### src/hw/tol_pkg.sv
// constants for the temperature offset, limit and result register block
package tol_pkg;
   // register pointers
   localparam logic [7:0] ADR_CFG1      = 8'h00;
   localparam logic [7:0] ADR_CFG2      = 8'h01;
   localparam logic [7:0] ADR_CFG3      = 8'h02;
   localparam logic [7:0] ADR_REM_FRAC  = 8'h08;
   localparam logic [7:0] ADR_LOC_FRAC  = 8'h09;
   localparam logic [7:0] ADR_TH1_VAL   = 8'h0A;
   localparam logic [7:0] ADR_TH2_VAL   = 8'h0B;
   localparam logic [7:0] ADR_REM_VAL   = 8'h0D;
   localparam logic [7:0] ADR_LOC_VAL   = 8'h0E;
   localparam logic [7:0] ADR_STATUS    = 8'h10;
   localparam logic [7:0] ADR_ALERT_EN  = 8'h12;
   localparam logic [7:0] ADR_TH1_LO    = 8'h14;
   localparam logic [7:0] ADR_TH1_HI    = 8'h15;
   localparam logic [7:0] ADR_TH2_LO    = 8'h16;
   localparam logic [7:0] ADR_TH2_HI    = 8'h17;
   localparam logic [7:0] ADR_REM_LO    = 8'h1A;
   localparam logic [7:0] ADR_REM_HI    = 8'h1B;
   localparam logic [7:0] ADR_LOC_LO    = 8'h1C;
   localparam logic [7:0] ADR_LOC_HI    = 8'h1D;
   localparam logic [7:0] ADR_TH1_OFS   = 8'h24;
   localparam logic [7:0] ADR_TH2_OFS   = 8'h25;
   localparam logic [7:0] ADR_REM_OFS   = 8'h26;
   localparam logic [7:0] ADR_LOC_OFS   = 8'h27;
   // reset values
   localparam logic [7:0] RST_ZERO      = 8'h00;
   localparam logic [7:0] RST_DIODE_HI  = 8'h7F;
   localparam logic [7:0] RST_THERM_HI  = 8'hFF;
   localparam logic [7:0] RST_ALERT_EN  = 8'h0F;
   // field positions
   localparam int CFG1_RANGE_BIT = 7;
   localparam int CFG2_NORM_BIT  = 0;
   localparam int CFG3_TH1_BIT   = 6;
   localparam int CFG3_TH2_BIT   = 7;
   // channel numbers
   localparam logic [1:0] CH_TH1 = 2'h0;
   localparam logic [1:0] CH_TH2 = 2'h1;
   localparam logic [1:0] CH_REM = 2'h2;
   localparam logic [1:0] CH_LOC = 2'h3;
   // result format, quarter-degree units
   localparam logic signed [13:0] RANGE_SHIFT_Q = 14'h0100;
   localparam logic signed [13:0] BIN_MAX_Q     = 14'h01FF;
   localparam logic signed [13:0] OFB_MAX_Q     = 14'h03FF;
   // thermistor normalisation: q = (code * gain) >> shift - bias
   localparam logic [7:0]  NORM_GAIN_10K  = 8'h80;
   localparam logic [7:0]  NORM_GAIN_100K = 8'h60;
   localparam logic [13:0] NORM_BIAS_10K  = 14'h0040;
   localparam logic [13:0] NORM_BIAS_100K = 14'h0020;
   localparam int          NORM_SHIFT     = 7;
   // serial port
   localparam logic [6:0] SMB_DEV_ADDR = 7'h2C; // arbitrary value
   localparam logic [3:0] SMB_BYTE_END = 4'h8;
   localparam logic [3:0] SMB_BIT_ONE  = 4'h1;
   localparam logic [3:0] SMB_BIT_ZERO = 4'h0;
endpackage : tol_pkg

### src/hw/tol_regs.sv
// temperature offset, limit check, result registers and serial slave
`timescale 1ns/1ps
module tol_regs
   import tol_pkg::*;
(
   input  wire logic        i_clk,
   input  wire logic        i_rst_n,
   input  wire logic        i_scl,
   input  wire logic        i_sda,
   output logic             o_sda_out,
   output logic             o_sda_oe_n,
   output logic             o_alert_out,
   output logic             o_alert_oe_n,
   input  wire logic        i_conv_valid,
   input  wire logic [1:0]  i_conv_chan,
   input  wire logic [11:0] i_conv_data
);

   typedef enum logic [5:0] {
      ST_IDLE  = 6'h01,
      ST_ADDR  = 6'h02,
      ST_RX    = 6'h04,
      ST_ACK   = 6'h08,
      ST_TX    = 6'h10,
      ST_TXACK = 6'h20
   } tol_smb_state_type;

   tol_smb_state_type st_q;
   logic [2:0]  scl_s_q;
   logic [2:0]  sda_s_q;
   logic        scl_f_q;
   logic        sda_f_q;
   logic [3:0]  cnt_q;
   logic [7:0]  sh_q;
   logic [7:0]  ptr_q;
   logic        rw_q;
   logic        first_q;
   logic        drive_q;
   logic        wr_stb_q;
   logic [7:0]  cfg1_q;
   logic [7:0]  cfg2_q;
   logic [7:0]  cfg3_q;
   logic [7:0]  alert_en_q;
   logic [7:0]  lo_q   [4];
   logic [7:0]  hi_q   [4];
   logic [7:0]  ofs_q  [4];
   logic [9:0]  res_q  [4];
   logic [9:0]  snap_q [4];
   logic [3:0]  stat_q;
   logic        frz_q;
   logic [3:0]  pend_q;
   logic        alert_n_q;
   logic        scl_agree;
   logic        sda_agree;
   logic        scl_rise;
   logic        scl_fall;
   logic        start_ev;
   logic        stop_ev;
   logic        rd_go;
   logic [7:0]  rdata;
   logic        conv_th;
   logic [9:0]  conv_res;

   assign o_sda_out    = 1'b0;
   assign o_sda_oe_n   = ~drive_q;
   assign o_alert_out  = 1'b0;
   assign o_alert_oe_n = alert_n_q;

   // offset, range shift and thermistor scaling with clamping
   function automatic logic [9:0] tol_convert(input logic [11:0] raw, input logic is_th,
                                             input logic n10k, input logic ofb,
                                             input logic [7:0] ofs);
      logic [17:0]        p;
      logic signed [13:0] t;
      logic signed [13:0] mx;
      p  = 18'(raw[9:0]) * 18'(n10k ? NORM_GAIN_10K : NORM_GAIN_100K);
      mx = ofb ? OFB_MAX_Q : BIN_MAX_Q;
      if (is_th) begin
         t = $signed(14'(p >> NORM_SHIFT)) - $signed(n10k ? NORM_BIAS_10K : NORM_BIAS_100K);
      end else begin
         t = $signed({{2{raw[11]}}, raw});
      end
      if (ofb) begin
         t = t + RANGE_SHIFT_Q;
      end
      t = t + $signed({{4{ofs[7]}}, ofs, 2'b00});
      if (t < 0) begin
         t = '0;
      end else if (t > mx) begin
         t = mx;
      end
      return t[9:0];
   endfunction : tol_convert

   // limits are compared against the integer byte only
   function automatic logic tol_out_of_limit(input logic [9:0] r, input logic [7:0] lo,
                                            input logic [7:0] hi);
      return (r[9:2] > hi) || (r[9:2] <= lo);
   endfunction : tol_out_of_limit

   function automatic logic [3:0] tol_frz_bit(input logic [7:0] a);
      case (a)
         ADR_REM_FRAC: return 4'h1;
         ADR_LOC_FRAC: return 4'h2;
         ADR_REM_VAL:  return 4'h4;
         ADR_LOC_VAL:  return 4'h8;
         default:      return 4'h0;
      endcase
   endfunction : tol_frz_bit

   // ---------------- pin synchronisers ----------------
   always_ff @(posedge i_clk or negedge i_rst_n) begin
      if (!i_rst_n) begin
         scl_s_q <= 3'h7;
         sda_s_q <= 3'h7;
         scl_f_q <= 1'b1;
         sda_f_q <= 1'b1;
      end else begin
         scl_s_q <= {scl_s_q[1:0], i_scl};
         sda_s_q <= {sda_s_q[1:0], i_sda};
         if (scl_agree) begin
            scl_f_q <= scl_s_q[2];
         end
         if (sda_agree) begin
            sda_f_q <= sda_s_q[2];
         end
      end
   end

   assign scl_agree = scl_s_q[1] == scl_s_q[2];
   assign sda_agree = sda_s_q[1] == sda_s_q[2];
   assign scl_rise  = scl_agree && scl_s_q[2] && !scl_f_q;
   assign scl_fall  = scl_agree && !scl_s_q[2] && scl_f_q;
   assign start_ev  = sda_agree && !sda_s_q[2] && sda_f_q && scl_f_q;
   assign stop_ev   = sda_agree && sda_s_q[2] && !sda_f_q && scl_f_q;
   assign rd_go     = scl_fall && ((st_q == ST_ACK && rw_q) || st_q == ST_TXACK);

   // ---------------- serial slave ----------------
   always_ff @(posedge i_clk or negedge i_rst_n) begin
      if (!i_rst_n) begin
         st_q     <= ST_IDLE;
         cnt_q    <= SMB_BIT_ZERO;
         sh_q     <= RST_ZERO;
         ptr_q    <= RST_ZERO;
         rw_q     <= 1'b0;
         first_q  <= 1'b0;
         drive_q  <= 1'b0;
         wr_stb_q <= 1'b0;
      end else begin
         wr_stb_q <= 1'b0;
         if (stop_ev) begin
            st_q    <= ST_IDLE;
            drive_q <= 1'b0;
         end else if (start_ev) begin
            st_q    <= ST_ADDR;
            cnt_q   <= SMB_BIT_ZERO;
            first_q <= 1'b1;
            drive_q <= 1'b0;
         end else if (rd_go) begin
            // a read always returns the byte at the current pointer
            sh_q    <= rdata;
            drive_q <= ~rdata[7];
            cnt_q   <= SMB_BIT_ONE;
            st_q    <= ST_TX;
         end else begin
            case (st_q)
               ST_ADDR, ST_RX: begin
                  if (scl_rise && cnt_q != SMB_BYTE_END) begin
                     sh_q  <= {sh_q[6:0], sda_f_q};
                     cnt_q <= cnt_q + SMB_BIT_ONE;
                  end else if (scl_fall && cnt_q == SMB_BYTE_END) begin
                     cnt_q <= SMB_BIT_ZERO;
                     if (st_q == ST_ADDR) begin
                        if (sh_q[7:1] == SMB_DEV_ADDR) begin
                           drive_q <= 1'b1;
                           rw_q    <= sh_q[0];
                           st_q    <= ST_ACK;
                        end else begin
                           st_q <= ST_IDLE;
                        end
                     end else begin
                        drive_q <= 1'b1;
                        st_q    <= ST_ACK;
                        if (first_q) begin
                           ptr_q   <= sh_q;
                           first_q <= 1'b0;
                        end else begin
                           wr_stb_q <= 1'b1;
                        end
                     end
                  end
               end
               ST_ACK: begin
                  if (scl_fall) begin
                     drive_q <= 1'b0;
                     st_q    <= ST_RX;
                  end
               end
               ST_TX: begin
                  if (scl_fall) begin
                     if (cnt_q == SMB_BYTE_END) begin
                        drive_q <= 1'b0;
                        st_q    <= ST_TXACK;
                     end else begin
                        drive_q <= ~sh_q[6];
                        sh_q    <= {sh_q[6:0], 1'b0};
                        cnt_q   <= cnt_q + SMB_BIT_ONE;
                     end
                  end
               end
               ST_TXACK: begin
                  // master not-acknowledge ends the read
                  if (scl_rise && sda_f_q) begin
                     st_q <= ST_IDLE;
                  end
               end
               ST_IDLE: begin
                  drive_q <= 1'b0;
               end
               default: begin
                  st_q    <= ST_IDLE;
                  drive_q <= 1'b0;
               end
            endcase
         end
      end
   end

   // ---------------- read mux ----------------
   always_comb begin
      rdata = RST_ZERO;
      case (ptr_q)
         ADR_CFG1:     rdata = cfg1_q;
         ADR_CFG2:     rdata = cfg2_q;
         ADR_CFG3:     rdata = cfg3_q;
         ADR_REM_FRAC: rdata = {6'h00, frz_q ? snap_q[CH_REM][1:0] : res_q[CH_REM][1:0]};
         ADR_LOC_FRAC: rdata = {6'h00, frz_q ? snap_q[CH_LOC][1:0] : res_q[CH_LOC][1:0]};
         ADR_REM_VAL:  rdata = frz_q ? snap_q[CH_REM][9:2] : res_q[CH_REM][9:2];
         ADR_LOC_VAL:  rdata = frz_q ? snap_q[CH_LOC][9:2] : res_q[CH_LOC][9:2];
         ADR_TH1_VAL:  rdata = res_q[CH_TH1][9:2];
         ADR_TH2_VAL:  rdata = res_q[CH_TH2][9:2];
         ADR_STATUS:   rdata = {4'h0, stat_q};
         ADR_ALERT_EN: rdata = alert_en_q;
         ADR_TH1_LO:   rdata = lo_q[CH_TH1];
         ADR_TH1_HI:   rdata = hi_q[CH_TH1];
         ADR_TH2_LO:   rdata = lo_q[CH_TH2];
         ADR_TH2_HI:   rdata = hi_q[CH_TH2];
         ADR_REM_LO:   rdata = lo_q[CH_REM];
         ADR_REM_HI:   rdata = hi_q[CH_REM];
         ADR_LOC_LO:   rdata = lo_q[CH_LOC];
         ADR_LOC_HI:   rdata = hi_q[CH_LOC];
         ADR_TH1_OFS:  rdata = ofs_q[CH_TH1];
         ADR_TH2_OFS:  rdata = ofs_q[CH_TH2];
         ADR_REM_OFS:  rdata = ofs_q[CH_REM];
         ADR_LOC_OFS:  rdata = ofs_q[CH_LOC];
         default:      rdata = RST_ZERO;
      endcase
   end

   // ---------------- writable registers ----------------
   always_ff @(posedge i_clk or negedge i_rst_n) begin
      if (!i_rst_n) begin
         cfg1_q     <= RST_ZERO;
         cfg2_q     <= RST_ZERO;
         cfg3_q     <= RST_ZERO;
         alert_en_q <= RST_ALERT_EN;
         for (int i = 0; i < 4; i++) begin
            lo_q[i]  <= RST_ZERO;
            ofs_q[i] <= RST_ZERO;
         end
         hi_q[CH_TH1] <= RST_THERM_HI;
         hi_q[CH_TH2] <= RST_THERM_HI;
         hi_q[CH_REM] <= RST_DIODE_HI;
         hi_q[CH_LOC] <= RST_DIODE_HI;
      end else if (wr_stb_q) begin
         case (ptr_q)
            ADR_CFG1:     cfg1_q         <= sh_q;
            ADR_CFG2:     cfg2_q         <= sh_q;
            ADR_CFG3:     cfg3_q         <= sh_q;
            ADR_ALERT_EN: alert_en_q     <= sh_q;
            ADR_TH1_LO:   lo_q[CH_TH1]   <= sh_q;
            ADR_TH1_HI:   hi_q[CH_TH1]   <= sh_q;
            ADR_TH2_LO:   lo_q[CH_TH2]   <= sh_q;
            ADR_TH2_HI:   hi_q[CH_TH2]   <= sh_q;
            ADR_REM_LO:   lo_q[CH_REM]   <= sh_q;
            ADR_REM_HI:   hi_q[CH_REM]   <= sh_q;
            ADR_LOC_LO:   lo_q[CH_LOC]   <= sh_q;
            ADR_LOC_HI:   hi_q[CH_LOC]   <= sh_q;
            ADR_TH1_OFS:  ofs_q[CH_TH1]  <= sh_q;
            ADR_TH2_OFS:  ofs_q[CH_TH2]  <= sh_q;
            ADR_REM_OFS:  ofs_q[CH_REM]  <= sh_q;
            ADR_LOC_OFS:  ofs_q[CH_LOC]  <= sh_q;
            default: ;
         endcase
      end
   end

   // ---------------- conversion results and limit status ----------------
   assign conv_th  = (i_conv_chan == CH_TH1) ? cfg3_q[CFG3_TH1_BIT] :
                     (i_conv_chan == CH_TH2) ? cfg3_q[CFG3_TH2_BIT] : 1'b0;
   assign conv_res = tol_convert(i_conv_data, conv_th, cfg2_q[CFG2_NORM_BIT],
                                 cfg1_q[CFG1_RANGE_BIT], ofs_q[i_conv_chan]);

   // status follows the latest comparison; limit checks always see live data
   always_ff @(posedge i_clk or negedge i_rst_n) begin
      if (!i_rst_n) begin
         for (int i = 0; i < 4; i++) begin
            res_q[i] <= '0;
         end
         stat_q <= 4'h0;
      end else if (i_conv_valid) begin
         res_q[i_conv_chan]  <= conv_res;
         stat_q[i_conv_chan] <= tol_out_of_limit(conv_res, lo_q[i_conv_chan],
                                                 hi_q[i_conv_chan]);
      end
   end

   always_ff @(posedge i_clk or negedge i_rst_n) begin
      if (!i_rst_n) begin
         alert_n_q <= 1'b1;
      end else begin
         alert_n_q <= ~|(stat_q & alert_en_q[3:0]);
      end
   end

   // ---------------- read coherence freeze ----------------
   // the snapshot is taken on the same edge that loads the read byte
   always_ff @(posedge i_clk or negedge i_rst_n) begin
      if (!i_rst_n) begin
         frz_q  <= 1'b0;
         pend_q <= 4'h0;
         for (int i = 0; i < 4; i++) begin
            snap_q[i] <= '0;
         end
      end else if (rd_go) begin
         if (!frz_q) begin
            if (ptr_q == ADR_REM_FRAC || ptr_q == ADR_LOC_FRAC) begin
               frz_q  <= 1'b1;
               pend_q <= 4'hF & ~tol_frz_bit(ptr_q);
               snap_q <= res_q;
            end
         end else begin
            pend_q <= pend_q & ~tol_frz_bit(ptr_q);
            if ((pend_q & ~tol_frz_bit(ptr_q)) == 4'h0) begin
               frz_q <= 1'b0;
            end
         end
      end
   end
endmodule : tol_regs

### config.mk
export PLATFORM = sky130hd
export DESIGN_NAME = tol_regs
export DESIGN_NICKNAME = d
export VERILOG_FILES = /design/src/hw/tol_pkg.sv /design/src/hw/tol_regs.sv
export SDC_FILE = /design/constraint.sdc
export NUM_CORES = 1
export LEC_CHECK = 0
export ABC_AREA = 1
export ABC_CLOCK_PERIOD_IN_PS = 12150
export BUFFER_PORTS_ARGS = -buffer_cell sky130_fd_sc_hd__buf_2
export CORE_MARGIN = 10
export CORE_UTILIZATION = 65
export CTS_BUF_LIST = sky130_fd_sc_hd__clkbuf_2
export CTS_CLUSTER_SIZE = 12
export DETAILED_ROUTE_END_ITERATION = 10
export MAX_ROUTING_LAYER = met4
export PLACE_DENSITY = 0.82
export SETUP_SLACK_MARGIN = 0.15
export SYNTH_ARGS = -nofsm -noshare
export SYNTH_HDL_FRONTEND = slang
export SYNTH_SLANG_ARGS = --single-unit
### constraint.sdc
create_clock -name i_clk -period 12.15 [get_ports i_clk]
set_input_delay 1.8225 -clock i_clk [delete_from_list [all_inputs] [get_ports i_clk]]
set_output_delay 1.8225 -clock i_clk [all_outputs]
set_load 0.02 [all_outputs]
==> impl_results.md <==
* Outcome: completed
* CTS clock-pin slew for the worst setup and hold paths at 0.10 ns
* Hold Fails Final Rpt at 0
* Combined area of the multi-input logic cells at 6450 um2
* Number of fill cells in the layout at 1741
* Number of flip-flops and latches in the synthesized netlist at 232
* Sequential area share after synthesis at 43.7%
* Buffer cell driving the clock tree root: sky130_fd_sc_hd__clkbuf_2
* GRT Util Overall at 29.3%
* Placed insts at 1934
* Post-Route Utilization at 70.4%
* Drt first pass iters at 5
* Number of global-route vias before repair at 11800
* Type of the most critical hold path: flop to flop
* Total congestion overflow after global routing at 0
* Total via count in the routed design at 12100
* Top FF cell, synth: sky130_fd_sc_hd__dfrtp_1
* Final weighted congestion in routability-driven placement at 1.01
* Req. time, crit path at 12.86 ns
* Critical path's slowest cell: sky130_fd_sc_hd__a21oi_1
* Largest net degree at the start of global routing at 83
* Post-CTS Hold Buffers at 0
* Actual slew at the worst max-slew pin at 1.03 ns
* Chip height at 164 um
* Final critical path time including I/O delays and setup at 8.49 ns
* Insertion delay to the later sink of the worst-skew pair at 0.95 ns
* Number of I/O port buffers at 20
* Async SR Flop Fraction at 100%
* Number of synthesized flops with an enable pin at 0
* Setup ws final at 3.66 ns
* Count of boundary I/O pins at 23
* Summed negative setup slack over all endpoints at 0 ns
* Sum of routed wire length over all layers at 37.7 mm
* Timing-limited maximum frequency at 118 MHz
* Startpoint Class: input pin
* RSZ-0062 raised after global routing: no
* Static leakage at 0.00670 uW
* Wire length of the first global-routing pass at 61.1 mm
* Most frequent cells in the layout: 433 x sky130_fd_sc_hd__nand2_1, 222 x sky130_fd_sc_hd__inv_1, 221 x sky130_fd_sc_hd__o21ai_0, 188 x sky130_fd_sc_hd__dfrtp_1, 106 x sky130_fd_sc_hd__nor2_1
* Post-layout instance count excluding filler cells at 2040
* Synth warnings at 0
* Commonest non-fill, non-tap cell in the layout: sky130_fd_sc_hd__nand2_1
* ANT nets after route at 0
* Tightest slew margin relative to the limit at 31.1%
* Worst clock skew at 0.153 ns
* Count of standard-cell rows at 52
* Setup crit end kind: flop
* Highest net fanout along the worst path at 8
* Detailed-route wire length per cell at 18.5 um
* Worst vdd rail ir drop at 0.0000841 V
* Crit path top cell by count: sky130_fd_sc_hd__ha_1
* Max-cap check violation count at 0
* TritonCTS Sinks at 232
* Setup WS pre-CTS at 2.85 ns
* Number of antenna violations at the first check in global routing at 1
* Die area at 26800 um2
* Detailed Route Iter0 Violations at 1427
* Number of buffers added for setup after CTS at 0
* Initial Utilization at 66.2%
* Floorplan Core Area at 20200 um2
* Detailed placement HPWL at 27.0 mm
* Final routed DRC violation total at 0
* Netlist area before placement at 13400 um2
* Longest individual stage delay on the worst path at 0.45 ns
* Post-Syn Area per Cell at 7.90 um2
* Arrival time worst endpoint at 9.19 ns
* Number of nets in the layout at 1821
* Number of unique standard cell types used by synthesis at 60
* DIE WIDTH at 164 um
* Fin crit share at 69.8%
* CTS buffer count at 58
* Count of pins over their slew limit at 0
* Count of endpoints failing setup in the final report at 0
* Share of post-route cells with drive strength above 1 at 11.0%
* Count of cells resized by post-cts repair at 0
* Area growth syn-to-layout at 6.21%
* Ratio of routed vias to standard cells at 5.93
* H-tree lvl count at 2
* Worst Setup Path Type: input pin to flop
* Cells after Synth at 1697
* Clock tree from TritonCTS: yes
* Area used by sequential logic in the layout at 5860 um2
* Clock buffer depth at 3
* Power density over the cells at 117 nW/um2
[power by group]
part	internal [uW]	total [uW]	switching (uW)
clock	238	574	336
sequential	811	837	26.0
combinational	70.2	259	189
total	1120	1670	551
[stage by stage]
stage               hold WS [ns]  instance area [um2]  total power (uW)
finish                     0.362                14200              1670
global route               0.346                14200              1750
CTS                        0.362                14200              1670
detailed placement         0.349                13700              1110
global placement           0.350                13700              1100
floorplan                  0.345                13400              1010
[final cells by class]
type / instances / share of cell area, %
diodes: 1 / 0.0176
clock inverters: 17 / 0.905
repair buffers: 27 / 1.14
flip-flops and latches: 232 / 41.2
inverters: 228 / 6.01
well taps: 270 / 2.37
clock buffers: 88 / 3.09
multi-input cells: 1177 / 45.3
[cells in the mapped netlist, types with 11 or more instances]
library cell                 n  share of area [%]
sky130_fd_sc_hd__nand4_1    18               0.84
sky130_fd_sc_hd__a22oi_1    11               0.62
sky130_fd_sc_hd__ha_1       75                7.0
sky130_fd_sc_hd__clkbuf_1   53                1.5
sky130_fd_sc_hd__a22o_1     11               0.72
sky130_fd_sc_hd__dfrtp_1   188                 35
sky130_fd_sc_hd__nand3_1    60                2.2
sky130_fd_sc_hd__o21ai_0   221                8.3
sky130_fd_sc_hd__nor2_1    106                3.0
sky130_fd_sc_hd__o22ai_1    45                2.1
sky130_fd_sc_hd__inv_1     222                6.2
sky130_fd_sc_hd__a221oi_1   24                1.6
sky130_fd_sc_hd__dfstp_2    44                8.6
sky130_fd_sc_hd__nand2_1   433                 12
sky130_fd_sc_hd__a21oi_1    38                1.4
[registers in the layout, summed over array words and instances (netlist names), 3 cells and up]
name,flops
cfg1_q,8
snap_q,20
alert_en_q,8
ptr_q,8
scl_s_q,3
st_q,6
cfg3_q,8
pend_q,4
res_q,36
ofs_q,32
lo_q,32
stat_q,4
cfg2_q,8
cnt_q,4
sda_s_q,3
sh_q,8
hi_q,32
[per-layer routing]
layer,GRT usage [%],wire [um]
met1,37.7,16000
met2,44.0,16800
met3,6.82,3480
met4,11.8,1430
met5,-,0
[critical path: cells and delay by family]
family / cells / cell delay (ns)
xor gates and xnor gates: 1 / 0.16
buffers and inverters: 8 / 0.51
AOI/OAI and AO/OA: 5 / 1.01
and+or+nand+nor: 22 / 2.08
adders and majority gates: 12 / 3.62
[cells by family (layout without fill, tap and decap cells)]
group                    count (synthesis)  after routing  synth area share (%)
AO/OA/AOI/OAI                          417            417                  18.7
other                                    1              3                0.0280
flip-flops                             232            232                  43.7
AND/OR/NAND/NOR                        664            664                  20.8
multiplexers                             5              5                 0.373
buffers and inverters                  289            360                  8.21
adder cells (fa/ha/maj)                 78             78                  7.45
XOR/XNOR                                11             11                 0.719
[path summary, 6_finish.rpt]
kind                            cells after the start           start  slack (ns)         end
worst max-delay path                               48  i_conv_data[4]        3.66   stat_q[0]
worst min-delay path                                0      scl_s_q[0]        0.36  scl_s_q[1]
worst max register to register                     46       cfg2_q[0]        3.71   stat_q[0]
worst min register to register                      0      scl_s_q[0]        0.36  scl_s_q[1]
max in group asynchronous                           2         i_rst_n        9.74   res_q[38]
min in group asynchronous                           1         i_rst_n        0.85    lo_q[31]
Power figures use the tool's default switching activity.
